**src/common/pss_cfg.svh**
```systemverilog
// Timing figures and reset values for the power supervisor sequencer.
`ifndef PSS_CFG_SVH
`define PSS_CFG_SVH

// Clock rate in kHz (10 MHz, 100 ns period).
`define PSS_CLK_KHZ        10000
// Debounce intervals in milliseconds.
`define PSS_DEB_EN_MS      30
`define PSS_DEB_CHG_MS     120
`define PSS_DEB_GPI_MS     30
// Length of one sequencer slot in microseconds.
`define PSS_SLOT_US        1280
// Number of sequencing events per power-up or power-down.
`define PSS_NUM_EVENTS     4
// Number of supply resources (three buck-boost rails and one linear regulator).
`define PSS_NUM_RAILS      4
// Index of the linear regulator in the rail enable vector.
`define PSS_LDO_IDX        3
// Reset values.
`define PSS_RST_RAILS      4'h0
`define PSS_RST_BIAS       1'b0
// Reset value of the enable button filter: released, so the pin idles high.
`define PSS_RST_EN_FILT    1'b1

`endif

```
**src/common/pss_pkg.sv**
```systemverilog
// Types shared by the power supervisor sequencer and its bench.
package pss_pkg;

  // On/off controller states, one-hot.
  typedef enum logic [5:0] {
    PSS_ST_OFF       = 6'h01,
    PSS_ST_BIAS_UP   = 6'h02,
    PSS_ST_SEQ_UP    = 6'h04,
    PSS_ST_ON        = 6'h08,
    PSS_ST_SEQ_DOWN  = 6'h10,
    PSS_ST_BIAS_DOWN = 6'h20
  } pss_state_e;

  // How one supply resource is enabled.
  typedef enum logic [1:0] {
    PSS_MODE_OFF   = 2'h0,
    PSS_MODE_SW_ON = 2'h1,
    PSS_MODE_SEQ   = 2'h2
  } pss_mode_e;

  // Per-resource configuration: mode and the sequencer slots for up and down.
  typedef struct packed {
    pss_mode_e  mode;
    logic [1:0] up_slot;
    logic [1:0] down_slot;
  } pss_rail_cfg_s;

  // Temperature alarm status, live.
  typedef struct packed {
    logic alarm_high;
    logic alarm_low;
  } pss_temp_flags_s;

endpackage : pss_pkg

```
**src/verilog/pss_top.sv**
```systemverilog
// Power supervisor: debounce filters, thermal alarms, lockout and flexible sequencer.
`timescale 1ns/1ps
`include "pss_cfg.svh"


module pss_top #(
  parameter int DEB_EN_CYC  = `PSS_DEB_EN_MS * `PSS_CLK_KHZ,   // enable button debounce
  parameter int DEB_CHG_CYC = `PSS_DEB_CHG_MS * `PSS_CLK_KHZ,  // charge source debounce
  parameter int DEB_GPI_CYC = `PSS_DEB_GPI_MS * `PSS_CLK_KHZ,  // general input debounce
  parameter int SLOT_CYC    = (`PSS_SLOT_US * `PSS_CLK_KHZ) / 1000 // cycles per sequencer slot
) (
  input  wire logic                                  mclk_i,                  // 10 MHz clock
  input  wire logic                                  resetn_i,                // sync reset, low
  input  wire logic                                  enable_button_input_n_i, // pin, low = on
  input  wire logic                                  charge_source_input_i,   // source valid pin
  input  wire logic                                  general_input_pin_i,     // general pin
  input  wire logic                                  gpi_as_input_i,          // pin is an input
  input  wire logic                                  temp_above_low_i,        // above 80 C
  input  wire logic                                  temp_above_high_i,       // above 100 C
  input  wire logic                                  temp_above_lockout_i,    // above trip
  input  wire logic                                  temp_below_release_i,    // 15 C below trip
  input  wire logic                                  bias_ready_i,            // main bias is up
  input  wire logic                                  sw_on_req_i,             // software on
  input  wire pss_pkg::pss_rail_cfg_s [`PSS_NUM_RAILS-1:0] rail_cfg_i,        // per-rail setup
  input  wire pss_pkg::pss_temp_flags_s              temp_irq_mask_i,         // 1 masks alarm
  output logic [`PSS_NUM_RAILS-1:0]                  rail_en_o,               // rail enables
  output logic                                       main_bias_en_o,          // bias request
  output logic                                       enable_button_filt_n_o,  // filtered, low
  output logic                                       charge_source_filt_o,    // filtered
  output logic                                       general_input_filt_o,    // filtered
  output pss_pkg::pss_temp_flags_s                   temp_flags_o,            // live alarms
  output logic                                       temp_irq_o,              // change pulse
  output logic                                       overtemp_lockout_o,      // lockout held
  output pss_pkg::pss_state_e                        state_o                  // controller state
);

  localparam int DEB_W  = 21;
  localparam int SLOT_W = 16;
  localparam int NDEB   = 3;
  localparam logic [DEB_W-1:0] DEB_LEN [NDEB] = '{
    DEB_W'(DEB_EN_CYC), DEB_W'(DEB_CHG_CYC), DEB_W'(DEB_GPI_CYC)
  };
  localparam logic [SLOT_W-1:0] SLOT_LAST = SLOT_W'(SLOT_CYC - 1);
  localparam logic [1:0]        EV_LAST   = 2'(`PSS_NUM_EVENTS - 1);

  //////////////////////////////////////////////////////////////////////////////////////////
  // Pin synchronisers. Every pin comes from analog or the outside world, so all of them
  // pass two flops; only the second stage is read below.

  localparam int NSYNC = 8;
  logic [NSYNC-1:0] sync_a_r;
  logic [NSYNC-1:0] sync_b_r;

  always_ff @(posedge mclk_i) begin
    if (!resetn_i) begin
      sync_a_r <= 8'h01;
      sync_b_r <= 8'h01;
    end else begin
      sync_a_r <= {bias_ready_i, temp_below_release_i, temp_above_lockout_i,
                   temp_above_high_i, temp_above_low_i, general_input_pin_i,
                   charge_source_input_i, enable_button_input_n_i};
      sync_b_r <= sync_a_r;
    end
  end

  logic en_s;
  logic chg_s;
  logic gpi_s;
  logic al_lo_s;
  logic al_hi_s;
  logic overtemp_lockout_s;
  logic rel_s;
  logic bias_s;
  assign {bias_s, rel_s, overtemp_lockout_s, al_hi_s, al_lo_s, gpi_s, chg_s, en_s} = sync_b_r;

  //////////////////////////////////////////////////////////////////////////////////////////
  // Debounce filters. A counter runs while the input differs from the filtered level and
  // restarts whenever the two agree, so any short excursion is thrown away.

  logic [DEB_W-1:0] deb_cnt_r [NDEB];
  logic [NDEB-1:0]  deb_filt_r;
  logic [NDEB-1:0]  deb_in;

  // A general pin used as an output is held at zero so no stale level leaks through.
  assign deb_in = {gpi_s & gpi_as_input_i, chg_s, en_s};

  always_ff @(posedge mclk_i) begin
    if (!resetn_i) begin
      deb_filt_r <= {2'h0, `PSS_RST_EN_FILT};
      for (int i = 0; i < NDEB; i++) begin
        deb_cnt_r[i] <= '0;
      end
    end else begin
      for (int i = 0; i < NDEB; i++) begin
        if (deb_in[i] == deb_filt_r[i]) begin
          deb_cnt_r[i] <= '0;
        end else if (deb_cnt_r[i] >= DEB_LEN[i] - 1'b1) begin
          deb_filt_r[i] <= deb_in[i];
          deb_cnt_r[i]  <= '0;
        end else begin
          deb_cnt_r[i] <= deb_cnt_r[i] + 1'b1;
        end
      end
    end
  end

  always_ff @(posedge mclk_i) begin
    if (!resetn_i) begin
      enable_button_filt_n_o <= `PSS_RST_EN_FILT;
      charge_source_filt_o   <= 1'b0;
      general_input_filt_o   <= 1'b0;
    end else begin
      enable_button_filt_n_o <= deb_filt_r[0];
      charge_source_filt_o   <= deb_filt_r[1];
      general_input_filt_o   <= deb_filt_r[2];
    end
  end

  //////////////////////////////////////////////////////////////////////////////////////////
  // Thermal alarms. Flags track the comparators; the interrupt is a one-cycle pulse on any
  // change of a flag that is not masked.

  always_ff @(posedge mclk_i) begin
    if (!resetn_i) begin
      temp_flags_o <= '0;
      temp_irq_o   <= 1'b0;
    end else begin
      temp_flags_o.alarm_low  <= al_lo_s;
      temp_flags_o.alarm_high <= al_hi_s;
      // Comparing the synced level with the flag gives both edges from one xor.
      temp_irq_o <= ((al_lo_s ^ temp_flags_o.alarm_low) & ~temp_irq_mask_i.alarm_low) |
                    ((al_hi_s ^ temp_flags_o.alarm_high) & ~temp_irq_mask_i.alarm_high);
    end
  end

  // Lockout holds from the trip until the release comparator reports the hysteresis point.
  always_ff @(posedge mclk_i) begin
    if (!resetn_i) begin
      overtemp_lockout_o <= 1'b0;
    end else if (overtemp_lockout_s) begin
      overtemp_lockout_o <= 1'b1;
    end else if (rel_s) begin
      overtemp_lockout_o <= 1'b0;
    end
  end

  // The synced trip is used directly as well, so the rails drop in the same cycle as the
  // lockout flag rises rather than one cycle after it.
  logic lockout;
  assign lockout = overtemp_lockout_s | overtemp_lockout_o;

  //////////////////////////////////////////////////////////////////////////////////////////
  // On/off controller and master sequencing timer.

  // True in the states in which the rails may carry power.
  function automatic logic rails_live(input pss_pkg::pss_state_e s);
    return (s == pss_pkg::PSS_ST_SEQ_UP) || (s == pss_pkg::PSS_ST_ON) ||
           (s == pss_pkg::PSS_ST_SEQ_DOWN);
  endfunction : rails_live

  logic                 on_req;
  logic [SLOT_W-1:0]    slot_cnt_r;
  logic [1:0]           ev_idx_r;
  logic                 seq_run;
  logic                 seq_evt;
  logic                 seq_done;
  pss_pkg::pss_state_e  state_r;
  pss_pkg::pss_state_e  state_nxt;

  // Hardware sources are the filtered button and a valid charge source. The filter state
  // is read, not the output flop, to save a cycle of latency on every button or charge-source request.
  assign on_req   = sw_on_req_i | ~deb_filt_r[0] | deb_filt_r[1];
  assign seq_run  = (state_r == pss_pkg::PSS_ST_SEQ_UP) ||
                    (state_r == pss_pkg::PSS_ST_SEQ_DOWN);
  assign seq_evt  = seq_run && (slot_cnt_r == SLOT_LAST);
  assign seq_done = seq_evt && (ev_idx_r == EV_LAST);

  always_comb begin
    state_nxt = state_r;
    unique case (state_r)
      pss_pkg::PSS_ST_OFF: begin
        if (on_req && !lockout) begin
          state_nxt = pss_pkg::PSS_ST_BIAS_UP;
        end
      end
      pss_pkg::PSS_ST_BIAS_UP: begin
        if (lockout) begin
          state_nxt = pss_pkg::PSS_ST_BIAS_DOWN;
        end else if (bias_s) begin
          state_nxt = pss_pkg::PSS_ST_SEQ_UP;
        end
      end
      pss_pkg::PSS_ST_SEQ_UP: begin
        if (lockout) begin
          state_nxt = pss_pkg::PSS_ST_BIAS_DOWN;
        end else if (seq_done) begin
          state_nxt = pss_pkg::PSS_ST_ON;
        end
      end
      pss_pkg::PSS_ST_ON: begin
        if (lockout) begin
          state_nxt = pss_pkg::PSS_ST_BIAS_DOWN;
        end else if (!on_req) begin
          state_nxt = pss_pkg::PSS_ST_SEQ_DOWN;
        end
      end
      pss_pkg::PSS_ST_SEQ_DOWN: begin
        if (lockout || seq_done) begin
          state_nxt = pss_pkg::PSS_ST_BIAS_DOWN;
        end
      end
      pss_pkg::PSS_ST_BIAS_DOWN: begin
        if (!bias_s) begin
          state_nxt = pss_pkg::PSS_ST_OFF;
        end
      end
      default: state_nxt = pss_pkg::PSS_ST_OFF;
    endcase
  end

  always_ff @(posedge mclk_i) begin
    if (!resetn_i) begin
      state_r        <= pss_pkg::PSS_ST_OFF;
      state_o        <= pss_pkg::PSS_ST_OFF;
      main_bias_en_o <= `PSS_RST_BIAS;
    end else begin
      state_r        <= state_nxt;
      state_o        <= state_nxt;
      // Decoded from the next state so the bias request leaves with the state change.
      main_bias_en_o <= (state_nxt == pss_pkg::PSS_ST_BIAS_UP) || rails_live(state_nxt);
    end
  end

  // The single master timer; slot count and event index restart on every sequence entry.
  // A lockout in mid-sequence therefore never leaves a stale event index for the next run.
  // The first event falls one full slot after entry, so even slot 0 gets its delay.
  always_ff @(posedge mclk_i) begin
    if (!resetn_i || !seq_run || (state_nxt != state_r)) begin
      slot_cnt_r <= '0;
      ev_idx_r   <= '0;
    end else if (seq_evt) begin
      slot_cnt_r <= '0;
      ev_idx_r   <= ev_idx_r + 1'b1;
    end else begin
      slot_cnt_r <= slot_cnt_r + 1'b1;
    end
  end

  //////////////////////////////////////////////////////////////////////////////////////////
  // Resource enables. Sequenced rails switch on the event that matches their slot; rails
  // sharing a slot form a group. Lockout clears everything in one cycle, ignoring slots.

  logic up_evt;
  logic dn_evt;
  logic powered;
  assign up_evt  = seq_evt && (state_r == pss_pkg::PSS_ST_SEQ_UP);
  assign dn_evt  = seq_evt && (state_r == pss_pkg::PSS_ST_SEQ_DOWN);
  assign powered = rails_live(state_r);

  // A rail in sequenced mode keeps its level between events; a slot that no event index
  // reaches simply never switches that rail. Software-mode rails follow the powered states
  // one cycle late, which keeps them off until the bias is up.
  // Illegal mode codes fall to the default branch and hold the rail off.

  always_ff @(posedge mclk_i) begin
    if (!resetn_i) begin
      rail_en_o <= `PSS_RST_RAILS;
    end else if (lockout) begin
      rail_en_o <= '0;
    end else begin
      for (int i = 0; i < `PSS_NUM_RAILS; i++) begin
        unique case (rail_cfg_i[i].mode)
          pss_pkg::PSS_MODE_SW_ON: rail_en_o[i] <= powered;
          pss_pkg::PSS_MODE_SEQ: begin
            if (!powered) begin
              rail_en_o[i] <= 1'b0;
            end else if (up_evt && (rail_cfg_i[i].up_slot == ev_idx_r)) begin
              rail_en_o[i] <= 1'b1;
            end else if (dn_evt && (rail_cfg_i[i].down_slot == ev_idx_r)) begin
              rail_en_o[i] <= 1'b0;
            end
          end
          default: rail_en_o[i] <= 1'b0;
        endcase
      end
    end
  end

endmodule : pss_top

```
**config.mk**
```make
export PLATFORM = sky130hd
export DESIGN_NAME = pss_top
export DESIGN_NICKNAME = d
export VERILOG_FILES = /design/src/common/pss_pkg.sv /design/src/verilog/pss_top.sv
export VERILOG_INCLUDE_DIRS = /design/src /design/src/common
export SDC_FILE = /design/constraint.sdc
export NUM_CORES = 1
export LEC_CHECK = 0
export BUFFER_PORTS_ARGS = -buffer_cell sky130_fd_sc_hd__buf_2
export CAP_MARGIN = 30
export CORE_MARGIN = 5
export CORE_UTILIZATION = 40
export DETAILED_ROUTE_END_ITERATION = 16
export PLACE_DENSITY_LB_ADDON = 0.25
export SLEW_MARGIN = 0
export SYNTH_ARGS = -nofsm -noshare
export SYNTH_HDL_FRONTEND = slang
export SYNTH_SLANG_ARGS = --single-unit
```
**constraint.sdc**
```tcl
create_clock -name mclk_i -period 2.4 [get_ports mclk_i]
set_input_delay 0.36 -clock mclk_i [delete_from_list [all_inputs] [get_ports mclk_i]]
set_output_delay 0.36 -clock mclk_i [all_outputs]
set_load 0.01 [all_outputs]
```
==> flow_metrics.py <==
metrics = {
    "status": {
        "run_status": "completed",
    },
    "clock_network": {
        "tritoncts.num_buffers": 17,
        "cts_buffer_depth": 2,
        "clkLatencyLatePin_ps": 410,
        "cts_repair_resize_count": 0,
        "cts_post_setup_buffers_inserted": 0,
        "cts_root_buffer": "clkbuf_16",
        "tritoncts_num_sinks": 118,
        "tritoncts": "done",
        "holdBufCountCts": 0,
        "clock_tree.htree_level_count": 4,
        "clk_transition_reported_paths_ps": 60,
    },
    "placement": {
        "place_hpwl_mm": 8.81,
        "globalplace.congestion": 0.841,
        "placement.io_buffers": 55,
        "dp_cells": 927,
        "postPlaceCellArea_um2": 6910,
        "dp_worst_slack_ps": 119,
    },
    "grt": {
        "first_pass_grt_wire_length_mm": 20.7,
        "global_route.usage.total": 0.141,
        "grt_antenna_before_repair": 0,
        "globalRouteOverflowTotal": 0,
        "grt_start_max_net_pins": 37,
        "first_global_vias": 4684,
    },
    "min_path": {
        "min-delay-start": "enable_button_input_n_i",
        "worstHoldEndpoint": "sync_a_r[0]",
        "hp-class": "in -> reg",
        "worst_hold_path.num_cells": 2,
    },
    "yosys": {
        "netlist_top_cells_count": "nor2_1, edfxtp_1, dfxtp_1",
        "synth-warning-count": 0,
        "netlist_area_um2": 6090,
        "syn_area_per_cell_um2": 9.80,
        "synthArstFlopShare": 0,
        "synth_edf_count": 63,
        "seq_area_frac_synth": 0.492,
        "synth.lib_cells_used.distinct": 64,
        "synth_largest_area_cell": "edfxtp_1",
        "syn-instance-count": 621,
        "synth_most_common_cell": "nor2_1",
        "top_cells_by_area_in_the_synthesized_netlist": "edfxtp_1, dfxtp_1, xnor2_1",
        "synth_flop_cell": "edfxtp_1",
        "ys_ff_latch": 118,
        "synth.top_cell.area_share": 0.311,
    },
    "die": {
        "die_x_um": 133,
        "initial_core_util": 0.403,
        "ioPinCount": 56,
        "die_outline_area_um2": 17800,
        "chipHeight_um": 133,
        "std_cell_rows": 45,
        "area_of_the_placeable_core_um2": 15100,
    },
    "cells_and_area": {
        "postLayoutCoreUtil": 0.496,
        "area_delta_synth_final_pct": 23.1,
        "number_of_filler_instances_in_the_final_layout": 1390,
        "finish.net_count": 809,
        "final_cell_area_um2": 7490,
        "layoutNonFillerInstCount": 959,
        "antenna_cell_count": 0,
        "register_area_um2": 2990,
        "drive_gt1_frac": 0.161,
        "area_of_the_multi_input_gates_um2": 3200,
    },
    "timing": {
        "final.period_utilization": 0.941,
        "clock.fmax_mhz": 443,
        "maxSlewViolCount": 0,
        "setup_ws_ps": 143,
        "finalHoldViolations": 0,
        "rsz0062_at_grt": "yes",
        "timing.final.crit_period_ps": 2260,
        "finalHoldWorstSlack_ps": 146,
        "setup_viol_count_final": 0,
        "timing.clock.skew_ps": 9.57,
        "final_layout_setup_total_negative_slack_ps": 0,
    },
    "flow_run": {
        "cap_viol_max_count": 0,
    },
    "routing": {
        "drt-pass1-iter-count": 5,
        "drt-total-wl_mm": 11.9,
        "met2_wirelength_mm": 5.84,
        "mean_routed_wirelength_per_cell_um": 12.4,
        "detail_route.drc_violations": 0,
        "vias_per_cell": 4.85,
        "final_antenna_net_count": 0,
        "m1WireLength_mm": 5.52,
        "routed-via-count": 4654,
        "top_layer_used": "met4",
        "first_iter_violations": 250,
        "route.met3.wl_um": 346,
    },
    "critical_path": {
        "path_class": "reg -> reg",
        "crit_reg_reg_startpoint": "slot_cnt_r[10]",
        "r2r_end": "rail_en_o[2]",
        "setup.reg_to_reg.worst_slack_ps": 140,
        "endpoint_kind": "flop",
        "worstPathArrival_ps": 2550,
        "worst-r2r-cell-count": 7,
        "crit_path_max_fanout": 3,
        "required_ps": 2690,
        "startpoint_type": "flop",
    },
    "power_and_ir_drop": {
        "ir_worst_vdd_v": 0.000673,
        "static_leakage_nw": 2.91,
        "power.density_cell_area_nw_per_um2": 656,
        "power.total_mw": 4.91,
    },
}
[registers in the layout (all words and copies together), names as in the netlist]
name	cells
charge_source_filt_o	1
deb_cnt_r	63
deb_filt_r	3
enable_button_filt_n_o	1
ev_idx_r	2
general_input_filt_o	1
main_bias_en_o	1
overtemp_lockout_o	1
rail_en_o	4
slot_cnt_r	16
state_r	6
sync_a_r	8
sync_b_r	8
temp_flags_o	2
temp_irq_o	1
[kinds of logic (layout without fill, tap and decap cells)]
kind of cell | Yosys count | count (layout) | share of synthesized area
XOR/XNOR | 90 | 90 | 0.130
buffers and inverters | 40 | 125 | 0.0251
AND/OR/NAND/NOR | 300 | 300 | 0.257
adder cells (fa/ha/maj) | 14 | 14 | 0.0284
other | 2 | 67 | 0.00123
AO/OA/AOI/OAI | 52 | 52 | 0.0584
multiplexers | 5 | 5 | 0.00843
flip-flops | 118 | 118 | 0.492
[per-layer routing]
layer  up-vias  GRT usage
li1       2387          -
met1      2186      0.174
met2        65      0.236
met3        16     0.0393
met4         0     0.0531
met5         -          0
[where the power goes]
part | internal [mW] | switching (mW) | total [mW]
Clock | 1.45 | 0.932 | 2.38
Combinational | 0.130 | 0.150 | 0.279
Sequential | 2.20 | 0.0595 | 2.26
Total | 3.77 | 1.14 | 4.91
[worst max-delay path by stage]
stage          depth (start not counted)  slack (ps)           start            to
2_1_floorplan                          6         230  slot_cnt_r[10]  rail_en_o[1]
3_3_place_gp                           8         210   slot_cnt_r[0]  rail_en_o[2]
3_5_place_dp                           8         120   slot_cnt_r[0]  rail_en_o[3]
4_1_cts                                8          90   slot_cnt_r[0]  rail_en_o[3]
5_1_grt                                7         -50  slot_cnt_r[10]  rail_en_o[2]
6_report                               7         140  slot_cnt_r[10]  rail_en_o[2]
[critical path: stages, from the launching register on]
cell and delay [ps]:
dfxtp_1 330, or4b_4 560, nor4_2 300, buf_4 160, nand2_1 120, o311a_1 390, nor3b_1 210, a311oi_1 60
[cell type report]
cell class              count  share of cell area
well taps                 188              0.0314
repair buffers             75              0.0568
flip-flops and latches    118               0.400
clock inverters            13              0.0120
clock buffers              19              0.0635
inverters                  18             0.00902
multi-input cells         528               0.428
[cell usage in the layout (no fill, tap or decap), drive strengths merged, types with 3 or more instances in the layout]
master	instances
a211oi	3
a21oi	9
a311oi	4
and2	23
and3	13
and4	7
buf	75
clkbuf	19
clkinv	7
conb	67
dfxtp	55
edfxtp	63
ha	13
inv	24
mux2i	4
nand2	42
nand2b	5
nand3	32
nand4	19
nand4b	3
nor2	106
nor2b	4
nor3	19
nor3b	4
nor4	6
o21ai	15
or2	3
or3	3
xnor2	46
xor2	44
No activity file was read; power rests on OpenSTA's default activity.
